==> src/hw/drpwm_pkg.sv <==
// Package for the dual resolution modulator bank
package drpwm_pkg;
	localparam int unsigned NUM_CH = 10;
	localparam int unsigned NUM_COARSE = 9;
	localparam int unsigned FINE_HI_W = 8;
	localparam int unsigned FINE_LO_W = 6;
	localparam int unsigned COARSE_W = 7;
	localparam int unsigned SUB_W = 6;
	localparam int unsigned SUB_CNT_W = 9;
	localparam int unsigned COARSE_CNT_W = 8;
	localparam int unsigned SEL_W = 8;
	localparam int unsigned DATA_W = 8;
	localparam logic [SEL_W-1:0] SEL_FINE_LO = 8'h00;
	localparam logic [SEL_W-1:0] SEL_FINE_HI = 8'h01;
	localparam logic [SEL_W-1:0] SEL_COARSE_BASE = 8'h02;
	localparam logic [SEL_W-1:0] CMD_TRANSFER = 8'h0c;
	localparam int unsigned STATUS_PEND_BIT = 7;
	localparam logic [DATA_W-1:0] STATUS_RESET = 8'h00;
	localparam logic [SUB_W-1:0] SUB_LAST = 6'h3f;
	localparam logic [COARSE_CNT_W-1:0] COARSE_LAST = 8'hff;
	localparam logic [SUB_CNT_W-1:0] SUB_PERIOD_LAST = 9'h1ff;

	// One software access to the modulator registers
	typedef struct packed {
		logic ctrl_we;
		logic buf_we;
		logic [DATA_W-1:0] wdata;
	} drpwm_wr_t;

	// Shadow contents for the fine channel
	typedef struct packed {
		logic [FINE_HI_W-1:0] hi;
		logic [FINE_LO_W-1:0] lo;
	} drpwm_fine_t;
endpackage

==> src/hw/drpwm_coarse_ch.sv <==
// One coarse 7-bit modulated channel
`timescale 1ns/100ps
`default_nettype none
module drpwm_coarse_ch #(
	parameter int unsigned W = drpwm_pkg::COARSE_W
) (
	// Clock and reset
	input wire logic clk_i,
	input wire logic rstn_i,
	// Shared period counter and new data
	input wire logic [drpwm_pkg::COARSE_CNT_W-1:0] cnt_i,
	input wire logic load_i,
	input wire logic [W-1:0] data_i,
	// Modulated output
	output logic pwm_o
);
	logic [W-1:0] active_q, active_d;
	logic pwm_q, pwm_d;

	// Next width and output level
	always_comb begin
		active_d = active_q;
		if (load_i && cnt_i == drpwm_pkg::COARSE_LAST) begin
			active_d = data_i;
		end
		// High for k times two clocks of the 256-clock period
		pwm_d = ({1'b0, cnt_i[drpwm_pkg::COARSE_CNT_W-1:1]} <
			{1'b0, active_q});
	end

	// State registers
	always_ff @(posedge clk_i or negedge rstn_i) begin
		if (!rstn_i) begin
			active_q <= '0;
			pwm_q <= 1'b0;
		end else begin
			active_q <= active_d;
			pwm_q <= pwm_d;
		end
	end

	assign pwm_o = pwm_q;
endmodule
`default_nettype wire

==> src/hw/drpwm_fine_ch.sv <==
// Fine 14-bit modulated channel
`timescale 1ns/100ps
`default_nettype none
module drpwm_fine_ch (
	// Clock and reset
	input wire logic clk_i,
	input wire logic rstn_i,
	// Period counters and new data
	input wire logic [drpwm_pkg::SUB_W-1:0] sub_i,
	input wire logic [drpwm_pkg::SUB_CNT_W-1:0] cnt_i,
	input wire logic load_i,
	input wire drpwm_pkg::drpwm_fine_t data_i,
	// Modulated output
	output logic pwm_o
);
	drpwm_pkg::drpwm_fine_t active_q, active_d;
	logic pwm_q, pwm_d;
	logic extra;
	logic [drpwm_pkg::FINE_HI_W:0] width;

	// Extra pulse placement by lowest set bit of the sub-period index
	always_comb begin
		unique casez (sub_i)
			6'b?????1: extra = active_q.lo[5];
			6'b????10: extra = active_q.lo[4];
			6'b???100: extra = active_q.lo[3];
			6'b??1000: extra = active_q.lo[2];
			6'b?10000: extra = active_q.lo[1];
			6'b100000: extra = active_q.lo[0];
			default: extra = 1'b0;
		endcase
	end

	// Width n plus an optional extra step of two clocks
	always_comb begin
		width = {1'b0, active_q.hi} + {8'h00, extra};
		active_d = active_q;
		if (load_i && sub_i == drpwm_pkg::SUB_LAST &&
			cnt_i == drpwm_pkg::SUB_PERIOD_LAST) begin
			active_d = data_i;
		end
		pwm_d = (cnt_i[drpwm_pkg::SUB_CNT_W-1:1] < width);
	end

	// State registers
	always_ff @(posedge clk_i or negedge rstn_i) begin
		if (!rstn_i) begin
			active_q <= '0;
			pwm_q <= 1'b0;
		end else begin
			active_q <= active_d;
			pwm_q <= pwm_d;
		end
	end

	assign pwm_o = pwm_q;
endmodule
`default_nettype wire

==> src/hw/drpwm_bank.sv <==
// Top of the ten-channel dual resolution modulator bank
// Functional notes
// - Ten outputs: one fine channel and nine coarse channels on port pins.
// - Fine channel has 14-bit resolution, period 2^15 clocks.
// - 64 sub-periods; upper byte gives width n times two clocks.
// - Lower six bits add extra pulses in m of 64 sub-periods.
// - Extra pulse positions follow the binary-weighted sub-period table.
// - Coarse channels: 7-bit, period 256 clocks, width k times two.
// - Loading via control register, data buffer; status reports pending transfer.
// - Pending flag stays one during transfer and clears when done.
// - Select codes 00h, 01h fine, 02h to 0Ah coarse; pending bit 7.
// - Channels keep old data until the transfer takes effect.
// - Switch within 2^15 clocks fine, 2^8 clocks coarse.
`timescale 1ns/100ps
`default_nettype none
module drpwm_bank #(
	parameter int unsigned NCOARSE = drpwm_pkg::NUM_COARSE
) (
	// Clock and reset
	input wire logic CLK_I,
	input wire logic RSTN_I,
	// Software access
	input wire logic CTRL_WE_I,
	input wire logic BUF_WE_I,
	input wire logic [drpwm_pkg::DATA_W-1:0] WDATA_I,
	// Status and control readback
	output logic [drpwm_pkg::DATA_W-1:0] STATUS_O,
	output logic [drpwm_pkg::SEL_W-1:0] SELECT_O,
	// Modulated outputs
	output logic FINE_PWM_O,
	output logic [NCOARSE-1:0] COARSE_PWM_O
);
	// Software write bundle and its decode
	drpwm_pkg::drpwm_wr_t wr;
	logic is_xfer;
	logic is_select;
	logic hit_fine_lo;
	logic hit_fine_hi;
	logic hit_fine;
	logic [NCOARSE-1:0] hit_coarse;
	// Latch select register
	logic [drpwm_pkg::SEL_W-1:0] sel_q, sel_d;
	// Shadow latches filled through the data buffer
	drpwm_pkg::drpwm_fine_t fine_sh_q, fine_sh_d;
	logic [drpwm_pkg::COARSE_W-1:0] coarse_sh_q [NCOARSE];
	logic [drpwm_pkg::COARSE_W-1:0] coarse_sh_d [NCOARSE];
	// Fine transfer sequencer and coarse pending flags
	typedef enum logic {
		FINE_IDLE,
		FINE_ARMED
	} drpwm_fine_st_t;
	drpwm_fine_st_t fst_q, fst_d;
	logic fine_armed;
	logic [NCOARSE-1:0] pend_c_q, pend_c_d;
	// Period counters and their boundaries
	logic [drpwm_pkg::SUB_W-1:0] sub_q, sub_d;
	logic [drpwm_pkg::SUB_CNT_W-1:0] fcnt_q, fcnt_d;
	logic [drpwm_pkg::COARSE_CNT_W-1:0] ccnt_q, ccnt_d;
	logic fine_end, coarse_end;
	// Status byte
	logic [drpwm_pkg::DATA_W-1:0] status_q, status_d;

	// Select code of a coarse channel
	function automatic logic [drpwm_pkg::SEL_W-1:0] coarse_code(
		input int idx
	);
		logic [drpwm_pkg::SEL_W-1:0] offs;
		offs = idx[drpwm_pkg::SEL_W-1:0];
		coarse_code = drpwm_pkg::SEL_COARSE_BASE + offs;
	endfunction

	// Bundle the software write
	assign wr = '{ctrl_we: CTRL_WE_I, buf_we: BUF_WE_I, wdata: WDATA_I};

	// Control write decode; the transfer code is never a select
	always_comb begin
		is_xfer = wr.ctrl_we && (wr.wdata == drpwm_pkg::CMD_TRANSFER);
		is_select = wr.ctrl_we && !is_xfer;
	end

	// Channel addressed by the current select code
	always_comb begin
		hit_fine_lo = (sel_q == drpwm_pkg::SEL_FINE_LO);
		hit_fine_hi = (sel_q == drpwm_pkg::SEL_FINE_HI);
		hit_fine = hit_fine_lo || hit_fine_hi;
		for (int i = 0; i < NCOARSE; i++) begin
			hit_coarse[i] = (sel_q == coarse_code(i));
		end
	end

	// Period boundaries of the shared counters
	assign coarse_end = (ccnt_q == drpwm_pkg::COARSE_LAST);
	assign fine_end = (sub_q == drpwm_pkg::SUB_LAST) &&
		(fcnt_q == drpwm_pkg::SUB_PERIOD_LAST);

	// Fine sub-period counter and sub-period index
	always_comb begin
		fcnt_d = fcnt_q + 9'h001;
		sub_d = sub_q;
		if (fcnt_q == drpwm_pkg::SUB_PERIOD_LAST) begin
			sub_d = sub_q + 6'h01;
		end
	end

	// Fine counter registers
	always_ff @(posedge CLK_I or negedge RSTN_I) begin
		if (!RSTN_I) begin
			sub_q <= '0;
			fcnt_q <= '0;
		end else begin
			sub_q <= sub_d;
			fcnt_q <= fcnt_d;
		end
	end

	// Coarse period counter, wraps every 256 clocks
	always_comb begin
		ccnt_d = ccnt_q + 8'h01;
	end

	// Coarse counter register
	always_ff @(posedge CLK_I or negedge RSTN_I) begin
		if (!RSTN_I) begin
			ccnt_q <= '0;
		end else begin
			ccnt_q <= ccnt_d;
		end
	end

	// Next select code
	always_comb begin
		sel_d = sel_q;
		if (is_select) begin
			sel_d = wr.wdata;
		end
	end

	// Select register
	always_ff @(posedge CLK_I or negedge RSTN_I) begin
		if (!RSTN_I) begin
			sel_q <= '0;
		end else begin
			sel_q <= sel_d;
		end
	end

	// Buffer writes land in the addressed shadow latch
	always_comb begin
		fine_sh_d = fine_sh_q;
		coarse_sh_d = coarse_sh_q;
		if (wr.buf_we && hit_fine_lo) begin
			fine_sh_d.lo = wr.wdata[drpwm_pkg::FINE_LO_W-1:0];
		end
		if (wr.buf_we && hit_fine_hi) begin
			fine_sh_d.hi = wr.wdata;
		end
		for (int i = 0; i < NCOARSE; i++) begin
			if (wr.buf_we && hit_coarse[i]) begin
				coarse_sh_d[i] = wr.wdata[drpwm_pkg::COARSE_W-1:0];
			end
		end
	end

	// Shadow registers; channels keep running on their own copy
	always_ff @(posedge CLK_I or negedge RSTN_I) begin
		if (!RSTN_I) begin
			fine_sh_q <= '0;
			for (int i = 0; i < NCOARSE; i++) begin
				coarse_sh_q[i] <= '0;
			end
		end else begin
			fine_sh_q <= fine_sh_d;
			coarse_sh_q <= coarse_sh_d;
		end
	end

	// Fine sequencer: armed by a transfer, idle once the period restarts
	always_comb begin
		fst_d = fst_q;
		unique case (fst_q)
			FINE_IDLE: begin
				if (is_xfer && hit_fine) begin
					fst_d = FINE_ARMED;
				end
			end
			FINE_ARMED: begin
				// A transfer in the boundary cycle keeps it armed
				if (fine_end && !(is_xfer && hit_fine)) begin
					fst_d = FINE_IDLE;
				end
			end
		endcase
	end

	// Fine sequencer register
	always_ff @(posedge CLK_I or negedge RSTN_I) begin
		if (!RSTN_I) begin
			fst_q <= FINE_IDLE;
		end else begin
			fst_q <= fst_d;
		end
	end

	// Fine channel reloads at its period start while armed
	assign fine_armed = (fst_q == FINE_ARMED);

	// Coarse pending: set by a transfer, cleared at the period start
	always_comb begin
		pend_c_d = pend_c_q;
		if (coarse_end) begin
			pend_c_d = '0;
		end
		// Set wins over a clear in the same cycle
		if (is_xfer) begin
			pend_c_d = pend_c_d | hit_coarse;
		end
	end

	// Coarse pending register
	always_ff @(posedge CLK_I or negedge RSTN_I) begin
		if (!RSTN_I) begin
			pend_c_q <= '0;
		end else begin
			pend_c_q <= pend_c_d;
		end
	end

	// Status byte with the pending flag at its bit, spare bits zero
	always_comb begin
		status_d = drpwm_pkg::STATUS_RESET;
		status_d[drpwm_pkg::STATUS_PEND_BIT] =
			(fst_d == FINE_ARMED) | (|pend_c_d);
	end

	// Status register
	always_ff @(posedge CLK_I or negedge RSTN_I) begin
		if (!RSTN_I) begin
			status_q <= drpwm_pkg::STATUS_RESET;
		end else begin
			status_q <= status_d;
		end
	end

	assign STATUS_O = status_q;
	assign SELECT_O = sel_q;

	// Fine channel keeps old data until its period ends
	drpwm_fine_ch u_fine (
		.clk_i(CLK_I),
		.rstn_i(RSTN_I),
		.sub_i(sub_q),
		.cnt_i(fcnt_q),
		.load_i(fine_armed),
		.data_i(fine_sh_q),
		.pwm_o(FINE_PWM_O)
	);

	// Nine coarse channels
	for (genvar g = 0; g < NCOARSE; g++) begin : g_coarse
		drpwm_coarse_ch #(
			.W(drpwm_pkg::COARSE_W)
		) u_coarse (
			.clk_i(CLK_I),
			.rstn_i(RSTN_I),
			.cnt_i(ccnt_q),
			.load_i(pend_c_q[g]),
			.data_i(coarse_sh_q[g]),
			.pwm_o(COARSE_PWM_O[g])
		);
	end
endmodule
`default_nettype wire

==> config.mk <==
export PLATFORM = sky130hd
export DESIGN_NAME = drpwm_bank
export DESIGN_NICKNAME = d
export VERILOG_FILES = /design/src/hw/drpwm_pkg.sv /design/src/hw/drpwm_coarse_ch.sv /design/src/hw/drpwm_fine_ch.sv /design/src/hw/drpwm_bank.sv
export SDC_FILE = /design/constraint.sdc
export NUM_CORES = 1
export LEC_CHECK = 0
export ABC_CLOCK_PERIOD_IN_PS = 4200
export BUFFER_PORTS_ARGS = -buffer_cell sky130_fd_sc_hd__buf_2
export CORE_UTILIZATION = 30
export DETAILED_ROUTE_END_ITERATION = 8
export MAX_ROUTING_LAYER = met4
export PLACE_DENSITY = 0.53
export SLEW_MARGIN = 20
export SYNTH_ARGS = -nofsm -noshare
export SYNTH_HDL_FRONTEND = slang
export SYNTH_HIERARCHICAL = 1
export SYNTH_SLANG_ARGS = --single-unit
==> constraint.sdc <==
create_clock -name CLK_I -period 4.2 [get_ports CLK_I]
set_clock_uncertainty 0.1 [all_clocks]
set_input_delay 0.84 -clock CLK_I [delete_from_list [all_inputs] [get_ports CLK_I]]
set_output_delay 0.84 -clock CLK_I [all_outputs]
set_load 0.03 [all_outputs]
Word-level counts from Yosys, hierarchy flattened
Index checks and enable logic that the tools add are counted.
- multiplexer cells: 6
- $add $sub $neg: 4
- eq/ne operators: 19
- reductions and logical operators: 32
- bitwise gates (word level): 3
- $lt $le $gt $ge: 10
- operators with widths (cell ; count):
    7-bit < comparator ; 9
    8-bit by 3-bit equality test with 1-bit output, second input constant ; 4
    8-bit by 4-bit equality test with 1-bit output, second input constant ; 4
    1-bit logical AND ; 27
    9-bit 2-to-1 mux ; 2
    8-bit by 2-bit equality test with 1-bit output, second input constant ; 2
    6-bit equality test, second input constant ; 2
    8-bit by 1-bit adder with 9-bit output ; 1
    9-bit by 1-bit adder with 9-bit output, second input constant ; 1
    9-bit equality test, second input constant ; 1
    8-bit by 9-bit < comparator with 1-bit output ; 1
    9-bit bitwise OR ; 1
    9-bit OR reduction ; 1
    8-bit by 1-bit adder with 8-bit output, second input constant ; 1
    8-bit by 1-bit equality test with 1-bit output, second input constant ; 1
    8-bit equality test, second input constant ; 1
    8-bit logical NOT ; 1
    6-bit by 1-bit adder with 6-bit output, second input constant ; 1
    1-bit case mux with 6 select lines ; 1
    5-bit equality test, second input constant ; 1
    4-bit equality test, second input constant ; 1
    3-bit equality test, second input constant ; 1
    2-bit equality test, second input constant ; 1
    1-bit logical NOT ; 2
    5 further kinds ; 6
- word-level logic and storage cells: 113
- bits in registers: 206
- output and inout bits: 26
- input bits: 12

Longest topological paths before layout
Gate-level depths: netlist (run 1).
- depth after elaboration: 8
- mapped depth: 13
- gate-level depth less buffers: 13

Modules after synthesis
The synthesis (run 1) kept the hierarchy.
- by module, submodules not included (module ; instances ; area an instance (sq um) ; seq. area each (sq um) ; cells each):
    drpwm_bank ; 1 ; 4714.5 ; 2977.9 ; 339
    drpwm_coarse_ch ; 9 ; 444.2 ; 200.2 ; 47
    drpwm_fine_ch ; 1 ; 978.4 ; 375.4 ; 82

Worst setup path before layout (run 1)
No wires, ideal clock.
- path type: register -> register
- start point: register sub_q[3] (netlist name)
- end point: register u_fine.pwm_q, in the netlist u_fine/pwm_o
- buffers on the path: 0
- cell stages (with the launch flop): 14
- data required time: 4034 ps
- arrival time: 3122 ps
- library setup time: 66 ps
- period minus slack after synthesis: 3288 ps
- path slack: 912 ps
- cell sequence: dfrtp_1 > or4_2 > o221ai_1 > o32a_1 > ha_1 > ha_1 > nand3_1 > nor2_1 > xnor2_1 > ha_1 > a21o_1 > a2111oi_0 > a211oi_1 > nand2_1
- word-level cells in the longest chain between the ends: 4
- elaborated cells between the ends (all ways): 6
- classes of those cells: add/sub (1); order compare (1); eq/ne (3); mux (1)
- RTL lines (what ; line ; source):
    from (decl) ; drpwm_bank.sv:56 ; logic [drpwm_pkg::SUB_W-1:0] sub_q, sub_d;
    from (signal assigned) ; drpwm_bank.sv:111 ; sub_q <= sub_d;
    6-bit equality test, or another cell as far along ; drpwm_fine_ch.sv:23 ; unique casez (sub_i)
    1-bit case mux with 6 select lines * ; drpwm_fine_ch.sv:23 ;
    8-bit by 1-bit adder with 9-bit output * ; drpwm_fine_ch.sv:36 ; width = {1'b0, active_q.hi} + {8'h00, extra};
    8-bit by 9-bit < comparator with 1-bit output * ; drpwm_fine_ch.sv:42 ; pwm_d = (cnt_i[drpwm_pkg::SUB_CNT_W-1:1] < width);
    named net u_fine.pwm_d ; drpwm_fine_ch.sv:17 ; logic pwm_q, pwm_d;
    to (signal assigned) ; drpwm_fine_ch.sv:52 ; pwm_q <= pwm_d;
    to (decl) ; drpwm_fine_ch.sv:17 ;
The timed path passes the listed nets; every way through them passes the cells marked *.
A chain may end at the register's enable or synchronous reset.

Worst setup path in the final report (run 1)
Same ends and word-level chain as after synthesis.

==> results_dict.tcl, run 1 <==
set metrics [dict create \
    routedWlPerCell_um 16.18 \
    yosysUniqueCellTypes 46 \
    fmax_ghz 0.2731 \
    htreeDepth 1 \
    finalHoldViolations 0 \
    wl_mm 21.13 \
    fin_crit_ps 3662 \
    clockBufferDepth 3 \
    ant_nets 0 \
    die_h_um 181.7 \
    grt_max_degree 93 \
    cp.arrival_ps 4000 \
    instances_no_fill 1306 \
    fin_crit_sh_pct 87.18 \
    post-place-ws_ps 500.0 \
    leakage_nw 5.066 \
    crit_path_end_kind "flip-flop" \
    synth_area_um2 9691 \
    synthCells 844 \
    dieWidth_um 181.7 \
    num_vias 6244 \
    clkTransAtPathRegs_ps 60 \
    start_util_pct 30.63 \
    setup_viol 0 \
    avgViaCountPerCell 4.781 \
    power.density_nw_per_um2 396.8 \
    critPathMaxFanout 6 \
    slew_headroom_pct 30.97 \
    synth_seq_cells 206 \
    maxCapViolCount 0 \
    start_kind "flip-flop" \
    antenna_found_initial 0 \
    avgSynthCellArea_um2 11.48 \
    post_route_cells_drive_above_1_share_pct 21.57 \
    grt_pass1_wl_mm 34.85 \
    hold_path_class "input pin to async pin" \
    gr-total-overflow 0 \
    pin_count 38 \
    cts_tree "done" \
    clock_sinks 206 \
    cp_data_required_time_ps 4540 \
    drt_first_pass_iters 4 \
    setup_tns_ps 0 \
    cts_buffers 24 \
    rsz0062_at_grt "no" \
    status "finished, final reports clean" \
    place_congestion 0.7735 \
    drc 0 \
    final-max-slew-violation-count 0 \
    fill_cells 3133 \
    diodes 0 \
    ys_warn_count 6 \
    core_um2 31640 \
    async_flop_share_pct 100.0 \
    final.setup.worst_slack_ps 538.3 \
    synth-edff-count 0 \
    ir_drop_mv 0.2939 \
    cts_setup_buffers 0 \
    place.port_buffers 30 \
    grtUsageTotal_pct 13.74 \
    hpwl_mm 13.46 \
    rows 65 \
    nets 966 \
    first_iter_violations 266 \
    yosysSeqAreaShare_pct 53.20 \
    synth-main-ff-cell "dfrtp_1" \
    die-area_um2 33020 \
    hold_buffers 0 \
    crit_type "flip-flop to flip-flop" \
    grt_pass1_vias 6332 \
    clock_latency_ps 530 \
    ctsResizeCount 0 \
    placed_cells 1262 \
    tightest_slew_ps 1035 \
    area_growth_pct 13.87 \
    root_buffer "clkbuf_16" \
]
cells in the final DEF, fill, tap and decap left out, types with 3 or more instances in the layout:
cell	instances
a211oi_1	4
a21o_1	10
a21oi_1	27
buf_2	29
buf_4	8
clkbuf_1	10
clkbuf_16	24
clkbuf_8	5
clkinv_2	3
conb_1	7
dfrtp_1	206
ha_1	67
inv_1	58
mux2_2	94
mux2_4	8
nand2_1	116
nand2b_1	7
nand3_1	28
nand4_1	20
nor2_1	11
nor2_2	3
nor2b_1	10
nor3_2	11
nor4_1	3
o21a_1	9
o21ai_0	75
xnor2_1	17
xor2_1	6
cells by family (layout without fill, tap and decap cells):
logic type / count (synthesis) / in the layout / synth area share (%)
AO/OA/AOI/OAI: 134 / 134 / 7.824
AND/OR/NAND/NOR: 223 / 223 / 11.85
XOR/XNOR: 23 / 23 / 2.079
multiplexers: 103 / 103 / 12.27
adder cells (fa/ha/maj): 67 / 67 / 8.651
buffers and inverters: 87 / 141 / 4.093
other: 1 / 7 / 0.03870
flip-flops: 206 / 206 / 53.20
worst paths after layout:
kind	from	to	slack (ps)	cells past startpoint
max in group asynchronous	RSTN_I	coarse_sh_q[12]$_DFFE_PN0P_	2820	2
setup reg to reg	sub_q[3]$_DFFE_PN0N_	u_fine/pwm_o$_DFF_PN0_	540	13
min in group CLK_I	coarse_sh_q[59]$_DFFE_PN0P_	g_coarse[0].u_coarse/active_q[3]$_DFFE_PN0P_	370	2
hold reg to reg	coarse_sh_q[59]$_DFFE_PN0P_	g_coarse[0].u_coarse/active_q[3]$_DFFE_PN0P_	370	2
setup / recovery	sub_q[3]$_DFFE_PN0N_	u_fine/pwm_o$_DFF_PN0_	540	13
hold / removal	RSTN_I	u_fine/pwm_o$_DFF_PN0_	290	1
synthesized netlist by cell type, drive strengths merged (2+ instances only):
library cell	count	share of area, %
a2111oi	2	0.18
a211oi	4	0.31
a21o	10	0.77
a21oi	27	1.4
and3	2	0.13
and4	2	0.18
buf	19	1.5
clkbuf	10	0.39
dfrtp	206	53
ha	67	8.7
inv	58	2.2
mux2	102	12
nand2	116	4.5
nand2b	7	0.45
nand3	29	1.5
nand4	21	1.4
nor2	14	0.62
nor2b	10	0.65
nor3	11	1.1
nor4	4	0.41
o21a	9	0.70
o21ai	76	3.9
o31ai	2	0.15
or4	3	0.28
xnor2	17	1.5
xor2	6	0.54
metal layers:
metal,vias to the layer above,GRT usage (%),wire (um)
li1,3008,-,-
met1,3122,19.20,10830
met2,85,21.15,9334
met3,29,1.905,563
met4,0,2.983,395
met5,-,-,0
where the power goes:
group          leakage [nW]  internal, mW  switching (mW)
registers              2.73          2.11          0.0717
clock network         0.364          1.14           0.819
logic                  1.97         0.110           0.131
sequential cells by signal (all words and copies together), names as in the netlist:
signal / count
SELECT_O: 8
STATUS_O: 1
ccnt_q: 8
coarse_sh_q: 63
fcnt_q: 9
fine_armed: 1
fine_sh_q: 14
g_coarse.u_coarse/active_q: 63
g_coarse.u_coarse/pwm_o: 9
pend_c_q: 9
sub_q: 6
u_fine/active_q: 14
u_fine/pwm_o: 1
layout make-up:
cell class | instances | area (um^2) | area share (%)
Clock inverter | 5 | 53.80 | 0.4876
Tap cell | 402 | 503.0 | 4.558
Multi-Input combinational cell | 557 | 4161 | 37.71
Inverter | 58 | 217.7 | 1.973
Sequential cell | 206 | 5155 | 46.72
Clock buffer | 38 | 693.2 | 6.282
Timing Repair Buffer | 40 | 250.2 | 2.268
through the flow:
stage / util (%) / area [um^2] / power, mW / hold slack [ps]
CTS: 34.84 / 11020 / 4.443 / 327.4
global placement: 32.48 / 10280 / 2.455 / 354.5
global route: 34.88 / 11030 / 4.569 / 352.8
floorplan: - / 9713 / 2.357 / 344.2
finish: 34.88 / 11030 / 4.378 / 289.2
detailed placement: 32.48 / 10280 / 2.464 / 360.7
critical path, cell delays in order, from the launching register on:
cell and delay [ps]:
dfrtp_1 440, or4_2 710, o221ai_1 220, o32a_1 190, ha_1 190, ha_1 190
nand3_1 140, nor2_1 140, xnor2_1 140, ha_1 270, a21o_1 190, a2111oi_0 480
a211oi_1 100, nand2_1 90
Power figures use the tool's default switching activity.
==> run 2, diff against run 1 <==
--- a/config.mk
+++ b/config.mk
@@ -7,10 +7,11 @@
 export LEC_CHECK = 0
 export ABC_CLOCK_PERIOD_IN_PS = 4200
 export BUFFER_PORTS_ARGS = -buffer_cell sky130_fd_sc_hd__buf_2
-export CORE_UTILIZATION = 30
+export CORE_MARGIN = 2
+export CORE_UTILIZATION = 45
 export DETAILED_ROUTE_END_ITERATION = 8
 export MAX_ROUTING_LAYER = met4
-export PLACE_DENSITY = 0.53
+export PLACE_DENSITY = 0.69
 export SLEW_MARGIN = 20
 export SYNTH_ARGS = -nofsm -noshare
 export SYNTH_HDL_FRONTEND = slang
==> results_dict.tcl, run 2 (same netlist as run 1, synthesis figures left out) <==
set metrics [dict create \
    clockBufferDepth 3 \
    ctsResizeCount 0 \
    cp.arrival_ps 4010 \
    root_buffer "clkbuf_16" \
    die-area_um2 22720 \
    leakage_nw 5.018 \
    die_h_um 150.7 \
    area_growth_pct 11.45 \
    rsz0062_at_grt "no" \
    ant_nets 0 \
    grtUsageTotal_pct 19.04 \
    power.density_nw_per_um2 403.3 \
    final_common_cell "dfrtp_1" \
    htreeDepth 1 \
    finalHoldViolations 0 \
    drc 0 \
    dieWidth_um 150.7 \
    routedWlPerCell_um 17.07 \
    clkTransAtPathRegs_ps 60 \
    clock_latency_ps 500 \
    nets 957 \
    slew_headroom_pct 30.49 \
    fmax_ghz 0.2714 \
    hold_path_class "input pin to async pin" \
    setup_tns_ps 0 \
    cp_data_required_time_ps 4520 \
    start_util_pct 45.95 \
    rows 53 \
    final-max-slew-violation-count 0 \
    setup_viol 0 \
    critPathMaxFanout 6 \
    pin_count 38 \
    power_mw 4.355 \
    place.port_buffers 30 \
    wl_mm 19.96 \
    reg2regPathDepth 13 \
    crit_path_end_kind "flip-flop" \
    hpwl_mm 12.46 \
    ir_drop_mv 0.3588 \
    largestRegisters "coarse_sh_q: 63 flops, g_coarse.u_coarse/active_q: 63 flops" \
    hold_ws_ps 241.1 \
    final_cell_mix "206 x dfrtp_1, 116 x nand2_1, 94 x mux2_2" \
    diodes 0 \
    grt_pass1_vias 6288 \
    post_route_cells_drive_above_1_share_pct 21.03 \
    num_vias 6279 \
    grt_max_degree 105 \
    first_iter_violations 437 \
    fin_crit_sh_pct 87.74 \
    drt_first_pass_iters 5 \
    status "finished, final reports clean" \
    core_um2 21090 \
    clock_sinks 206 \
    cts_tree "done" \
    avgViaCountPerCell 5.371 \
    maxCapViolCount 0 \
    gr-total-overflow 0 \
    cts_setup_buffers 0 \
    fin_crit_ps 3685 \
    grt_pass1_wl_mm 33.09 \
    hold_buffers 0 \
    crit_type "flip-flop to flip-flop" \
    start_kind "flip-flop" \
    utilization_pct 51.22 \
    antenna_found_initial 0 \
    tightest_slew_ps 1043 \
    cts_buffers 22 \
    place_congestion 0.8114 \
]
run 2: cell types whose count changed in the layout (fill, tap and decap cells not counted), sizes merged:
cell	delta
buf	-7
bufinv	+2
clkbuf	-6
clkinv	-1
clkinvlp	+2
run 2: metal layers:
layer / vias up / track usage, % / part of all wire, %
li1: 2989 / - / -
met1: 3126 / 25.91 / 47
met2: 141 / 30.64 / 47
met3: 23 / 2.333 / 4.4
met4: 0 / 4.766 / 1.3
met5: - / - / 0
run 2: where the power goes:
part | switching (mW) | internal (mW) | leakage (nW) | total (mW)
Combinational | 0.129 | 0.110 | 1.94 | 0.239
Clock | 0.770 | 1.16 | 0.350 | 1.93
Sequential | 0.0730 | 2.11 | 2.73 | 2.18
run 2: per-stage QoR:
stage / setup slack [ps] / instance area (um^2) / std cells
floorplan: 911.7 / 9713 / 850
global route: 398.9 / 10800 / 1169
CTS: 548.2 / 10790 / 1168
detailed placement: 567.1 / 10060 / 1128
finish: 514.9 / 10800 / 1169
global placement: 711.3 / 10060 / 1128
run 2: area by class of cell:
class	instances	area, um^2
Clock buffer	32	629.4
Clock inverter	8	95.09
Fill cell	1857	10290
Inverter	58	217.7
Multi-Input combinational cell	557	4161
Sequential cell	206	5155
Tap cell	275	344.1
Timing Repair Buffer	33	197.7
run 2: path summary, 6_finish.rpt:
kind / from / endpoint / slack [ps]
max reg2reg: sub_q[3]$_DFFE_PN0N_ / u_fine/pwm_o$_DFF_PN0_ / 510
min in group CLK_I: coarse_sh_q[58]$_DFFE_PN0P_ / g_coarse[0].u_coarse/active_q[2]$_DFFE_PN0P_ / 370
max in group asynchronous: RSTN_I / g_coarse[4].u_coarse/active_q[5]$_DFFE_PN0P_ / 2830
max: sub_q[3]$_DFFE_PN0N_ / u_fine/pwm_o$_DFF_PN0_ / 510
min reg2reg: coarse_sh_q[58]$_DFFE_PN0P_ / g_coarse[0].u_coarse/active_q[2]$_DFFE_PN0P_ / 370
min: RSTN_I / g_coarse[1].u_coarse/active_q[6]$_DFFE_PN0P_ / 240
run 2: critical path, stage by stage, from the launching register on:
cell	delay, ps
dfrtp_1	430
or4_2	710
o221ai_1	250
o32a_1	210
ha_1	190
ha_1	190
nand3_1	130
nor2_1	140
xnor2_1	130
ha_1	270
a21o_1	190
a2111oi_0	400
o21ai_0	170
nand2_1	100
